### src/rtl/serial_config_regs.vh
// register offsets, field positions, reset values and timing counts of the configuration port
`ifndef SERIAL_CONFIG_REGS_VH
`define SERIAL_CONFIG_REGS_VH
`define ADDR_RESET_READBACK 8'h00
`define ADDR_LOW_RATE 8'h20
`define ADDR_REFERENCE 8'h3F
`define ADDR_POWER_STATE 8'h40
`define ADDR_OUTPUT_IF 8'h41
`define ADDR_CLOCK_EDGE 8'h44
`define ADDR_CHAN_ENABLE 8'h50
`define ADDR_PATTERN_LOW 8'h51
`define ADDR_PATTERN_HIGH 8'h52
`define ADDR_OFFSET_LOOP_A 8'h53
`define ADDR_GAIN_TC_A 8'h55
`define BIT_SOFT_RESET 7
`define BIT_READBACK_ENABLE 0
`define BIT_LOW_RATE 2
`define BIT_STANDBY 1
`define BIT_OUTPUT_IF 7
`define BIT_CHAN_ENABLE 0
`define BIT_OFFSET_LOOP_A 6
`define REF_SEL_HI 6
`define REF_SEL_LO 5
`define GAIN_A_HI 7
`define GAIN_A_LO 4
`define TC_A_HI 3
`define TC_A_LO 0
`define PWR_MODE_HI 3
`define PWR_MODE_LO 0
`define EDGE_HI 7
`define EDGE_LO 2
`define PATTERN_HIGH_HI 5
`define MASK_RESET_READBACK 8'h01
`define MASK_LOW_RATE 8'h04
`define MASK_REFERENCE 8'h62
`define MASK_POWER_STATE 8'h0F
`define MASK_OUTPUT_IF 8'h80
`define MASK_CLOCK_EDGE 8'hFC
`define MASK_CHAN_ENABLE 8'h01
`define MASK_PATTERN_LOW 8'hFF
`define MASK_PATTERN_HIGH 8'h3F
`define MASK_OFFSET_LOOP_A 8'h40
`define MASK_GAIN_TC_A 8'hFF
`define REG_RESET_VALUE 8'h00
`define FRAME_BITS 16
`define ADDR_BITS 8
`define CLK_PERIOD_PS 5000
`define HW_RESET_MAX_NS 1000
`define HW_RESET_MAX_CYCLES ((`HW_RESET_MAX_NS * 1000) / `CLK_PERIOD_PS)
`endif

### src/rtl/serial_config_port.v
// configuration port top: serial register file with readback and reset sequencing
`timescale 1ns/1ps
`default_nettype none
`include "serial_config_regs.vh"
module serial_config_port #(
   parameter HW_RESET_MAX_CYCLES = `HW_RESET_MAX_CYCLES
) (
   input wire clk_i,
   input wire rst_b_i,
   input wire reset_pin_i,
   input wire serial_select_n_i,
   input wire serial_shift_clock_i,
   input wire serial_in_line_i,
   output reg serial_out_line_o,
   output wire serial_out_line_oe_o,
   output reg pin_strap_mode_o,
   output reg readback_enable_o,
   output reg low_rate_mode_o,
   output reg [1:0] reference_select_o,
   output reg standby_o,
   output reg [3:0] power_mode_o,
   output reg output_is_lvds_o,
   output reg [5:0] clock_edge_o,
   output reg chan_ctrl_enable_o,
   output reg [13:0] user_pattern_o,
   output reg offset_loop_a_o,
   output reg [3:0] gain_setting_a_o,
   output reg [3:0] offset_tc_a_o
);
   ////////////////////////////////////////////////////////////////////////////////
   reg [1:0] rst_pin_sync;
   reg [31:0] pulse_count;
   reg pulse_long;
   reg [7:0] reg_reset_readback;
   reg [7:0] reg_low_rate;
   reg [7:0] reg_reference;
   reg [7:0] reg_power_state;
   reg [7:0] reg_output_if;
   reg [7:0] reg_clock_edge;
   reg [7:0] reg_chan_enable;
   reg [7:0] reg_pattern_low;
   reg [7:0] reg_pattern_high;
   reg [7:0] reg_offset_loop_a;
   reg [7:0] reg_gain_tc_a;
   reg [7:0] read_data;
   wire [7:0] read_addr;
   wire word_valid;
   wire [15:0] word;
   wire shifted_out;
   wire hw_reset;
   wire [7:0] wr_addr;
   wire [7:0] wr_data;
   wire write_ok;
   wire soft_reset;
   // output is a cmos driver, always enabled, never floating
   assign serial_out_line_oe_o = 1'b1;
   assign hw_reset = rst_pin_sync[1];
   assign wr_addr = word[15:8];
   assign wr_data = word[7:0];
   assign write_ok = word_valid & ~reg_reset_readback[`BIT_READBACK_ENABLE];
   // writes to 0x00 pass the readback lock, so a soft reset does too
   assign soft_reset = word_valid & (wr_addr == `ADDR_RESET_READBACK) &
      wr_data[`BIT_SOFT_RESET];

   ////////////////////////////////////////////////////////////////////////////////
   // reset pin synchroniser and long-pulse detector
   always @(posedge clk_i or negedge rst_b_i) begin
      if (!rst_b_i) begin
         rst_pin_sync <= 2'h0;
         pulse_count <= 32'h0000_0000;
         pulse_long <= 1'b0;
         pin_strap_mode_o <= 1'b0;
      end else begin
         rst_pin_sync <= {rst_pin_sync[0], reset_pin_i};
         if (hw_reset) begin
            if (pulse_count < HW_RESET_MAX_CYCLES) begin
               pulse_count <= pulse_count + 32'h0000_0001;
            end else begin
               pulse_long <= 1'b1;
            end
         end else begin
            pulse_count <= 32'h0000_0000;
            pulse_long <= 1'b0;
         end
         // a pin held high past the limit means pin-strapped operation
         pin_strap_mode_o <= pulse_long;
      end
   end

   ////////////////////////////////////////////////////////////////////////////////
   function [7:0] masked;
      input [7:0] value;
      input [7:0] mask;
      begin
         masked = value & mask;
      end
   endfunction

   always @(posedge clk_i or negedge rst_b_i) begin
      if (!rst_b_i) begin
         reg_reset_readback <= `REG_RESET_VALUE;
         reg_low_rate <= `REG_RESET_VALUE;
         reg_reference <= `REG_RESET_VALUE;
         reg_power_state <= `REG_RESET_VALUE;
         reg_output_if <= `REG_RESET_VALUE;
         reg_clock_edge <= `REG_RESET_VALUE;
         reg_chan_enable <= `REG_RESET_VALUE;
         reg_pattern_low <= `REG_RESET_VALUE;
         reg_pattern_high <= `REG_RESET_VALUE;
         reg_offset_loop_a <= `REG_RESET_VALUE;
         reg_gain_tc_a <= `REG_RESET_VALUE;
      end else if (hw_reset || soft_reset) begin
         // reset bit is never stored, so it reads back as zero
         reg_reset_readback <= `REG_RESET_VALUE;
         reg_low_rate <= `REG_RESET_VALUE;
         reg_reference <= `REG_RESET_VALUE;
         reg_power_state <= `REG_RESET_VALUE;
         reg_output_if <= `REG_RESET_VALUE;
         reg_clock_edge <= `REG_RESET_VALUE;
         reg_chan_enable <= `REG_RESET_VALUE;
         reg_pattern_low <= `REG_RESET_VALUE;
         reg_pattern_high <= `REG_RESET_VALUE;
         reg_offset_loop_a <= `REG_RESET_VALUE;
         reg_gain_tc_a <= `REG_RESET_VALUE;
      end else if (word_valid && wr_addr == `ADDR_RESET_READBACK) begin
         // the readback bit itself stays writable so it can be cleared
         reg_reset_readback <= masked(wr_data, `MASK_RESET_READBACK);
      end else if (write_ok) begin
         case (wr_addr)
            `ADDR_LOW_RATE: reg_low_rate <= masked(wr_data, `MASK_LOW_RATE);
            `ADDR_REFERENCE: reg_reference <= masked(wr_data, `MASK_REFERENCE);
            `ADDR_POWER_STATE: reg_power_state <= masked(wr_data, `MASK_POWER_STATE);
            `ADDR_OUTPUT_IF: reg_output_if <= masked(wr_data, `MASK_OUTPUT_IF);
            `ADDR_CLOCK_EDGE: reg_clock_edge <= masked(wr_data, `MASK_CLOCK_EDGE);
            `ADDR_CHAN_ENABLE: reg_chan_enable <= masked(wr_data, `MASK_CHAN_ENABLE);
            `ADDR_PATTERN_LOW: reg_pattern_low <= masked(wr_data, `MASK_PATTERN_LOW);
            `ADDR_PATTERN_HIGH: reg_pattern_high <= masked(wr_data, `MASK_PATTERN_HIGH);
            `ADDR_OFFSET_LOOP_A: reg_offset_loop_a <= masked(wr_data, `MASK_OFFSET_LOOP_A);
            `ADDR_GAIN_TC_A: reg_gain_tc_a <= masked(wr_data, `MASK_GAIN_TC_A);
            default: reg_low_rate <= reg_low_rate;
         endcase
      end
   end

   ////////////////////////////////////////////////////////////////////////////////
   // readback mux returns the output interface select like every other register
   always @* begin
      case (read_addr)
         `ADDR_RESET_READBACK: read_data = reg_reset_readback;
         `ADDR_LOW_RATE: read_data = reg_low_rate;
         `ADDR_REFERENCE: read_data = reg_reference;
         `ADDR_POWER_STATE: read_data = reg_power_state;
         `ADDR_OUTPUT_IF: read_data = reg_output_if;
         `ADDR_CLOCK_EDGE: read_data = reg_clock_edge;
         `ADDR_CHAN_ENABLE: read_data = reg_chan_enable;
         `ADDR_PATTERN_LOW: read_data = reg_pattern_low;
         `ADDR_PATTERN_HIGH: read_data = reg_pattern_high;
         `ADDR_OFFSET_LOOP_A: read_data = reg_offset_loop_a;
         `ADDR_GAIN_TC_A: read_data = reg_gain_tc_a;
         default: read_data = 8'h00;
      endcase
   end

   serial_frame_shifter u_shifter (
      .clk_i(clk_i),
      .rst_b_i(rst_b_i),
      .sclk_i(serial_shift_clock_i),
      .select_n_i(serial_select_n_i),
      .data_i(serial_in_line_i),
      .readback_i(reg_reset_readback[`BIT_READBACK_ENABLE]),
      .read_data_i(read_data),
      .read_addr_o(read_addr),
      .word_valid_o(word_valid),
      .word_o(word),
      .serial_out_o(shifted_out)
   );

   ////////////////////////////////////////////////////////////////////////////////
   always @(posedge clk_i or negedge rst_b_i) begin
      if (!rst_b_i) begin
         serial_out_line_o <= 1'b0;
         readback_enable_o <= 1'b0;
         low_rate_mode_o <= 1'b0;
         reference_select_o <= 2'h0;
         standby_o <= 1'b0;
         power_mode_o <= 4'h0;
         output_is_lvds_o <= 1'b0;
         clock_edge_o <= 6'h00;
         chan_ctrl_enable_o <= 1'b0;
         user_pattern_o <= 14'h0000;
         offset_loop_a_o <= 1'b0;
         gain_setting_a_o <= 4'h0;
         offset_tc_a_o <= 4'h0;
      end else begin
         serial_out_line_o <= shifted_out & reg_reset_readback[`BIT_READBACK_ENABLE];
         readback_enable_o <= reg_reset_readback[`BIT_READBACK_ENABLE];
         low_rate_mode_o <= reg_low_rate[`BIT_LOW_RATE];
         reference_select_o <= reg_reference[`REF_SEL_HI:`REF_SEL_LO];
         standby_o <= reg_reference[`BIT_STANDBY];
         power_mode_o <= reg_power_state[`PWR_MODE_HI:`PWR_MODE_LO];
         output_is_lvds_o <= reg_output_if[`BIT_OUTPUT_IF];
         clock_edge_o <= reg_clock_edge[`EDGE_HI:`EDGE_LO];
         chan_ctrl_enable_o <= reg_chan_enable[`BIT_CHAN_ENABLE];
         user_pattern_o <= {reg_pattern_high[`PATTERN_HIGH_HI:0], reg_pattern_low};
         offset_loop_a_o <= reg_offset_loop_a[`BIT_OFFSET_LOOP_A];
         gain_setting_a_o <= reg_gain_tc_a[`GAIN_A_HI:`GAIN_A_LO];
         offset_tc_a_o <= reg_gain_tc_a[`TC_A_HI:`TC_A_LO];
      end
   end
endmodule
`default_nettype wire

### src/rtl/serial_frame_shifter.v
// shifts 16-bit serial frames in on falling shift clock edges and drives readback bits
`timescale 1ns/1ps
`default_nettype none
`include "serial_config_regs.vh"
module serial_frame_shifter (
   input wire clk_i,
   input wire rst_b_i,
   input wire sclk_i,
   input wire select_n_i,
   input wire data_i,
   input wire readback_i,
   input wire [7:0] read_data_i,
   output reg [7:0] read_addr_o,
   output reg word_valid_o,
   output reg [15:0] word_o,
   output reg serial_out_o
);
   ////////////////////////////////////////////////////////////////////////////////
   reg [2:0] sclk_sync;
   reg [1:0] sel_sync;
   reg [1:0] dat_sync;
   reg [3:0] bit_count;
   reg [14:0] shift;
   reg [7:0] out_shift;
   reg load_msb;
   wire fall;
   wire rise;
   wire active;
   // sync stage 0 read only by stage 1; edges use stages 1 and 2
   assign fall = sclk_sync[2] & ~sclk_sync[1];
   assign rise = ~sclk_sync[2] & sclk_sync[1];
   assign active = ~sel_sync[1];
   always @(posedge clk_i or negedge rst_b_i) begin
      if (!rst_b_i) begin
         // shift clock idles high, so no false rise right after reset
         sclk_sync <= 3'h7;
         sel_sync <= 2'h3;
         dat_sync <= 2'h0;
      end else begin
         sclk_sync <= {sclk_sync[1:0], sclk_i};
         sel_sync <= {sel_sync[0], select_n_i};
         dat_sync <= {dat_sync[0], data_i};
      end
   end
   ////////////////////////////////////////////////////////////////////////////////
   always @(posedge clk_i or negedge rst_b_i) begin
      if (!rst_b_i) begin
         bit_count <= 4'h0;
         shift <= 15'h0000;
         word_valid_o <= 1'b0;
         word_o <= 16'h0000;
         read_addr_o <= 8'h00;
         load_msb <= 1'b0;
      end else begin
         word_valid_o <= 1'b0;
         load_msb <= 1'b0;
         if (!active) begin
            // leftover bits of a short frame are dropped
            bit_count <= 4'h0;
         end else if (fall) begin
            shift <= {shift[13:0], dat_sync[1]};
            bit_count <= bit_count + 4'h1;
            if (bit_count == 4'h7) begin
               read_addr_o <= {shift[6:0], dat_sync[1]};
               load_msb <= 1'b1;
            end
            if (bit_count == 4'hF) begin
               word_o <= {shift, dat_sync[1]};
               word_valid_o <= 1'b1;
            end
         end
      end
   end
   ////////////////////////////////////////////////////////////////////////////////
   // bits after the first change on rising edges so the controller can take them on falling edges; the first is loaded after the eighth fall
   always @(posedge clk_i or negedge rst_b_i) begin
      if (!rst_b_i) begin
         out_shift <= 8'h00;
         serial_out_o <= 1'b0;
      end else if (!readback_i) begin
         serial_out_o <= 1'b0;
      end else if (!active) begin
         serial_out_o <= 1'b0;
      end else if (load_msb) begin
         // address register settles one clock before its data is looked up
         out_shift <= {read_data_i[6:0], 1'b0};
         serial_out_o <= read_data_i[7];
      end else if (rise && bit_count > 4'h8) begin
         serial_out_o <= out_shift[7];
         out_shift <= {out_shift[6:0], 1'b0};
      end else if (fall && bit_count == 4'hF) begin
         serial_out_o <= 1'b0;
      end
   end
endmodule
`default_nettype wire
### config.mk
export PLATFORM = sky130hd
export DESIGN_NAME = serial_config_port
export DESIGN_NICKNAME = d
export VERILOG_FILES = /design/src/rtl/serial_config_port.v /design/src/rtl/serial_frame_shifter.v
export VERILOG_INCLUDE_DIRS = /design/src /design/src/rtl
export SDC_FILE = /design/constraint.sdc
export NUM_CORES = 1
export LEC_CHECK = 0
export ABC_AREA = 0
export ABC_CLOCK_PERIOD_IN_PS = 2500
export BUFFER_PORTS_ARGS = -buffer_cell sky130_fd_sc_hd__buf_2
export CORE_MARGIN = 2
export CORE_UTILIZATION = 30
export DETAILED_ROUTE_END_ITERATION = 6
export GPL_ROUTABILITY_DRIVEN = 0
export GPL_TIMING_DRIVEN = 0
export HOLD_SLACK_MARGIN = 0.02
export PLACE_DENSITY = 0.47
export SLEW_MARGIN = 25
export SYNTH_ARGS = -nofsm -noshare
export SYNTH_HDL_FRONTEND = slang
export SYNTH_SLANG_ARGS = --single-unit
### constraint.sdc
create_clock -name clk_i -period 2.5 [get_ports clk_i]
set_clock_uncertainty 0.15 [all_clocks]
set_input_delay 0.25 -clock clk_i [delete_from_list [all_inputs] [get_ports clk_i]]
set_output_delay 0.25 -clock clk_i [all_outputs]
set_load 0.005 [all_outputs]
==> metrics.md <==
| Metric | Value |
|---|---|
| Post-synthesis sequential area ratio | `63.7%` |
| Syn Nets | `545` |
| Port buffer count | `47` |
| Final HPWL DP | `10800 µm` |
| Area of the multi-input gates | `2390 µm²` |
| FILL cells | `2219` |
| Post-synthesis cell area | `6960 µm²` |
| Seq pwr share | `50.6%` |
| Ant. Diodes | `0` |
| Static leakage | `4.11 nW` |
| DP Worst Slack | `118 ps` |
| Most common cell in the netlist | `dfrtp_1` |
| Synth area leaders | `dfrtp_1 62%, mux2i_1 6.5%, mux2_2 6.3%` |
| Synth Area in Simple Gates | `15.2%` |
| Syn_area_per_cell | `13.0 µm²` |
| Largest net degree at the start of global routing | `91` |
| Post-CTS setup repair buffer count | `0` |
| Clock latency on the worst-skew pair | `420 ps` |
| Synthesis-stage register bit count | `177` |
| Maximum fanout along the worst path | `10` |
| Worst Setup Path Type | `flop to flop` |
| Top cells by count, synth | `172 x dfrtp_1, 56 x nor2_1, 45 x mux2i_1` |
| Starting Density | `30.6%` |
| Drt pass-1 iters | `4` |
| Worst-margin pin slew | `914 ps` |
| Largest family of logic cells by synthesized area | `simple AND/OR/NAND/NOR gates` |
| Routed vias/inst | `4.79` |
| Clk sinks | `177` |
| Final total power | `5.94 mW` |
| Post-synth EDFFs | `0` |
| Clk slew on worst S/H paths | `60 ps` |
| Post-layout worst setup margin | `155 ps` |
| Grt total ovfl | `0` |
| Die H | `156 µm` |
| CP Capture Type | `flop` |
| DRT iter0 DRCs | `281` |
| Root buf cell | `clkbuf_16` |
| Int Power | `4.68 mW` |
| Switching power | `1.27 mW` |
| Final hold violation count | `0` |
| Crit path DAT | `2490 ps` |
| TritonCTS Buffers | `17` |
| Routed len/inst | `17.2 µm` |
| Worst EP required | `2650 ps` |
| Warnings, synthesis | `0` |
| Fin area | `8260 µm²` |
| Asr flop ratio synth | `100%` |
| Status | `complete, no violations` |
| Remaining antenna violation count | `0` |
| Post-synth top area share | `61.9%` |
| Final net count | `617` |
| FMAX | `0.426 GHz` |
| Share of cells above drive strength 1 | `23.5%` |
| Final count of negative-setup-slack endpoints | `0` |
| FF+latch area | `4440 µm²` |
| Die width | `156 µm` |
| Fin crit share | `93.8%` |
| Area grow syn2layout | `18.7%` |
| RSZ-0062 raised after global routing | `no` |
| Slew Limit Fails | `0` |
| Deepest clock path buffer count | `2` |
| Clock Power Share | `46.2%` |
| Compound-Gate Fraction of Synth Area | `4.44%` |
| Core area | `22700 µm²` |
| CP startpoint kind | `flop` |
| Die footprint | `24400 µm²` |
| Post-DP Area | `7590 µm²` |
| MaxCap Viol Count | `0` |
| Vias | `4339` |
| DRC errors left | `0` |
| Total Routed Length | `15600 µm` |
| H-tree depth | `4` |
| Pwr per Cell Area | `719 nW/µm²` |
| Worst vdd ir | `0.348 mV` |
| Row count | `55` |
| Yosys cell types | `55` |
| CTS tree | `built` |
| Global-route wire length before repair | `25400 µm` |
| Initial antenna violation count | `0` |
| XOR/XNOR Fraction of Synth Area | `1.01%` |
| Vias in the first global route | `4403` |
| Hold crit path type | `flop to flop` |
| Switching Share | `21.3%` |
| Main synth FF type | `dfrtp_1` |
| Adder-cell share of the synthesized area | `0.539%` |
| Syn Inst Count | `536` |
| I/O pin cnt | `49` |
| Combinational power share | `3.1%` |
| Yosys top cell by area | `dfrtp_1` |
| Rel. slew slack | `38.6%` |
| Total Routing Usage GR | `13.6%` |
| Tmin final | `2350 ps` |
| Post-synthesis mux area share | `12.9%` |
==> final timing paths <==
check                           slack [ps]                endpoint                    from  depth (start not counted)
worst max-delay path                   150     u_shifter.word_o[9]  u_shifter.sclk_sync[2]                          8
min in group asynchronous              260         rst_pin_sync[0]                 rst_b_i                          2
worst min-delay path                   200   u_shifter.dat_sync[1]   u_shifter.dat_sync[0]                          0
worst max register to register         150     u_shifter.word_o[9]  u_shifter.sclk_sync[2]                          8
worst min register to register         200   u_shifter.dat_sync[1]   u_shifter.dat_sync[0]                          0
max in group asynchronous             1070  u_shifter.sclk_sync[0]                 rst_b_i                          3
==> per-layer routing <==
layer,GRT usage (%),routed length (µm)
met5,0,0
met4,4.94,238
met3,2.91,532
met2,20.4,7170
met1,19.4,7640
==> kinds of logic (layout without fill, tap and decap cells) <==
kind of cell	after synthesis	count (layout)
xor gates and xnor gates	8	8
other	1	1
adders and majority gates	3	3
muxes	85	85
DFF	177	177
and+or+nand+nor	189	189
buffers and inverters	29	114
AOI/OAI and AO/OA	44	44
==> critical path: stages, from the launching register on <==
cell and delay (ps):
dfstp_2 520, nor2b_1 100, buf_2 170, and2_1 130, buf_2 190, and4_1 200, buf_2 220, buf_6 190
mux2_1 330
==> sequential cells by signal, indices dropped and copies added (netlist names), 4 cells and up <==
register               cells
u_shifter.bit_count        4
pulse_count               32
reg_pattern_high           6
reg_pattern_low            8
reg_power_state            4
clock_edge_o               6
gain_setting_a_o           4
u_shifter.out_shift        7
u_shifter.word_o          16
power_mode_o               4
u_shifter.read_addr_o      8
u_shifter.shift           15
user_pattern_o            14
reg_gain_tc_a              8
reg_clock_edge             6
offset_tc_a_o              4
==> placed cells by master (no fill, tap or decap), drive strengths merged, types with 3 or more instances in the layout <==
cell,instances
dfrtp,172
buf,63
nor2,56
mux2i,45
mux2,40
and2,33
clkbuf,31
nand3,19
nand2,16
nor3,11
nand4,9
nor4,8
a31oi,7
o21ai,7
xor2,7
inv,6
nor2b,6
nand2b,6
a22oi,5
a21oi,5
dlygate4sd3,5
dfstp,5
nor3b,5
clkinv,5
and4b,4
nor4b,4
a221o,4
o22ai,3
ha,3
bufinv,3
or3b,3
==> power groups by stage <==
stage	Combinational [mW]	Sequential, mW	Clock (mW)
after floorplan	0.0975	3.03	0
after global placement	0.174	3.06	0
after detailed placement	0.187	3.06	0
after CTS	0.193	3.01	2.83
after global routing	0.213	3.02	2.96
final	0.186	3.01	2.75
==> layout make-up <==
cell class              instances  area share [%]
flip-flops and latches        177            53.7
inverters                       6           0.273
repair buffers                 53            3.91
plain buffers                  23            1.44
well taps                     285            4.32
multi-input cells             330            29.0
clock inverters                 9            1.62
clock buffers                  23            5.79
==> through the flow <==
stage	utilization [%]	hold WS (ps)	instances	setup TNS [ps]
detailed placement	33.4	144	869	0
CTS	36.3	203	906	0
finish	36.4	200	906	0
global placement	33.2	186	868	-295470
global route	36.4	208	906	0
floorplan	-	-196	536	0
==> what timing repair did <==
action,in CTS,in global routing
hold endpoints to repair,91,0
hold buffers,5,0
resized for setup,0,1
endpoints found under the setup margin,0,5
(Power assumes the default switching activity.)
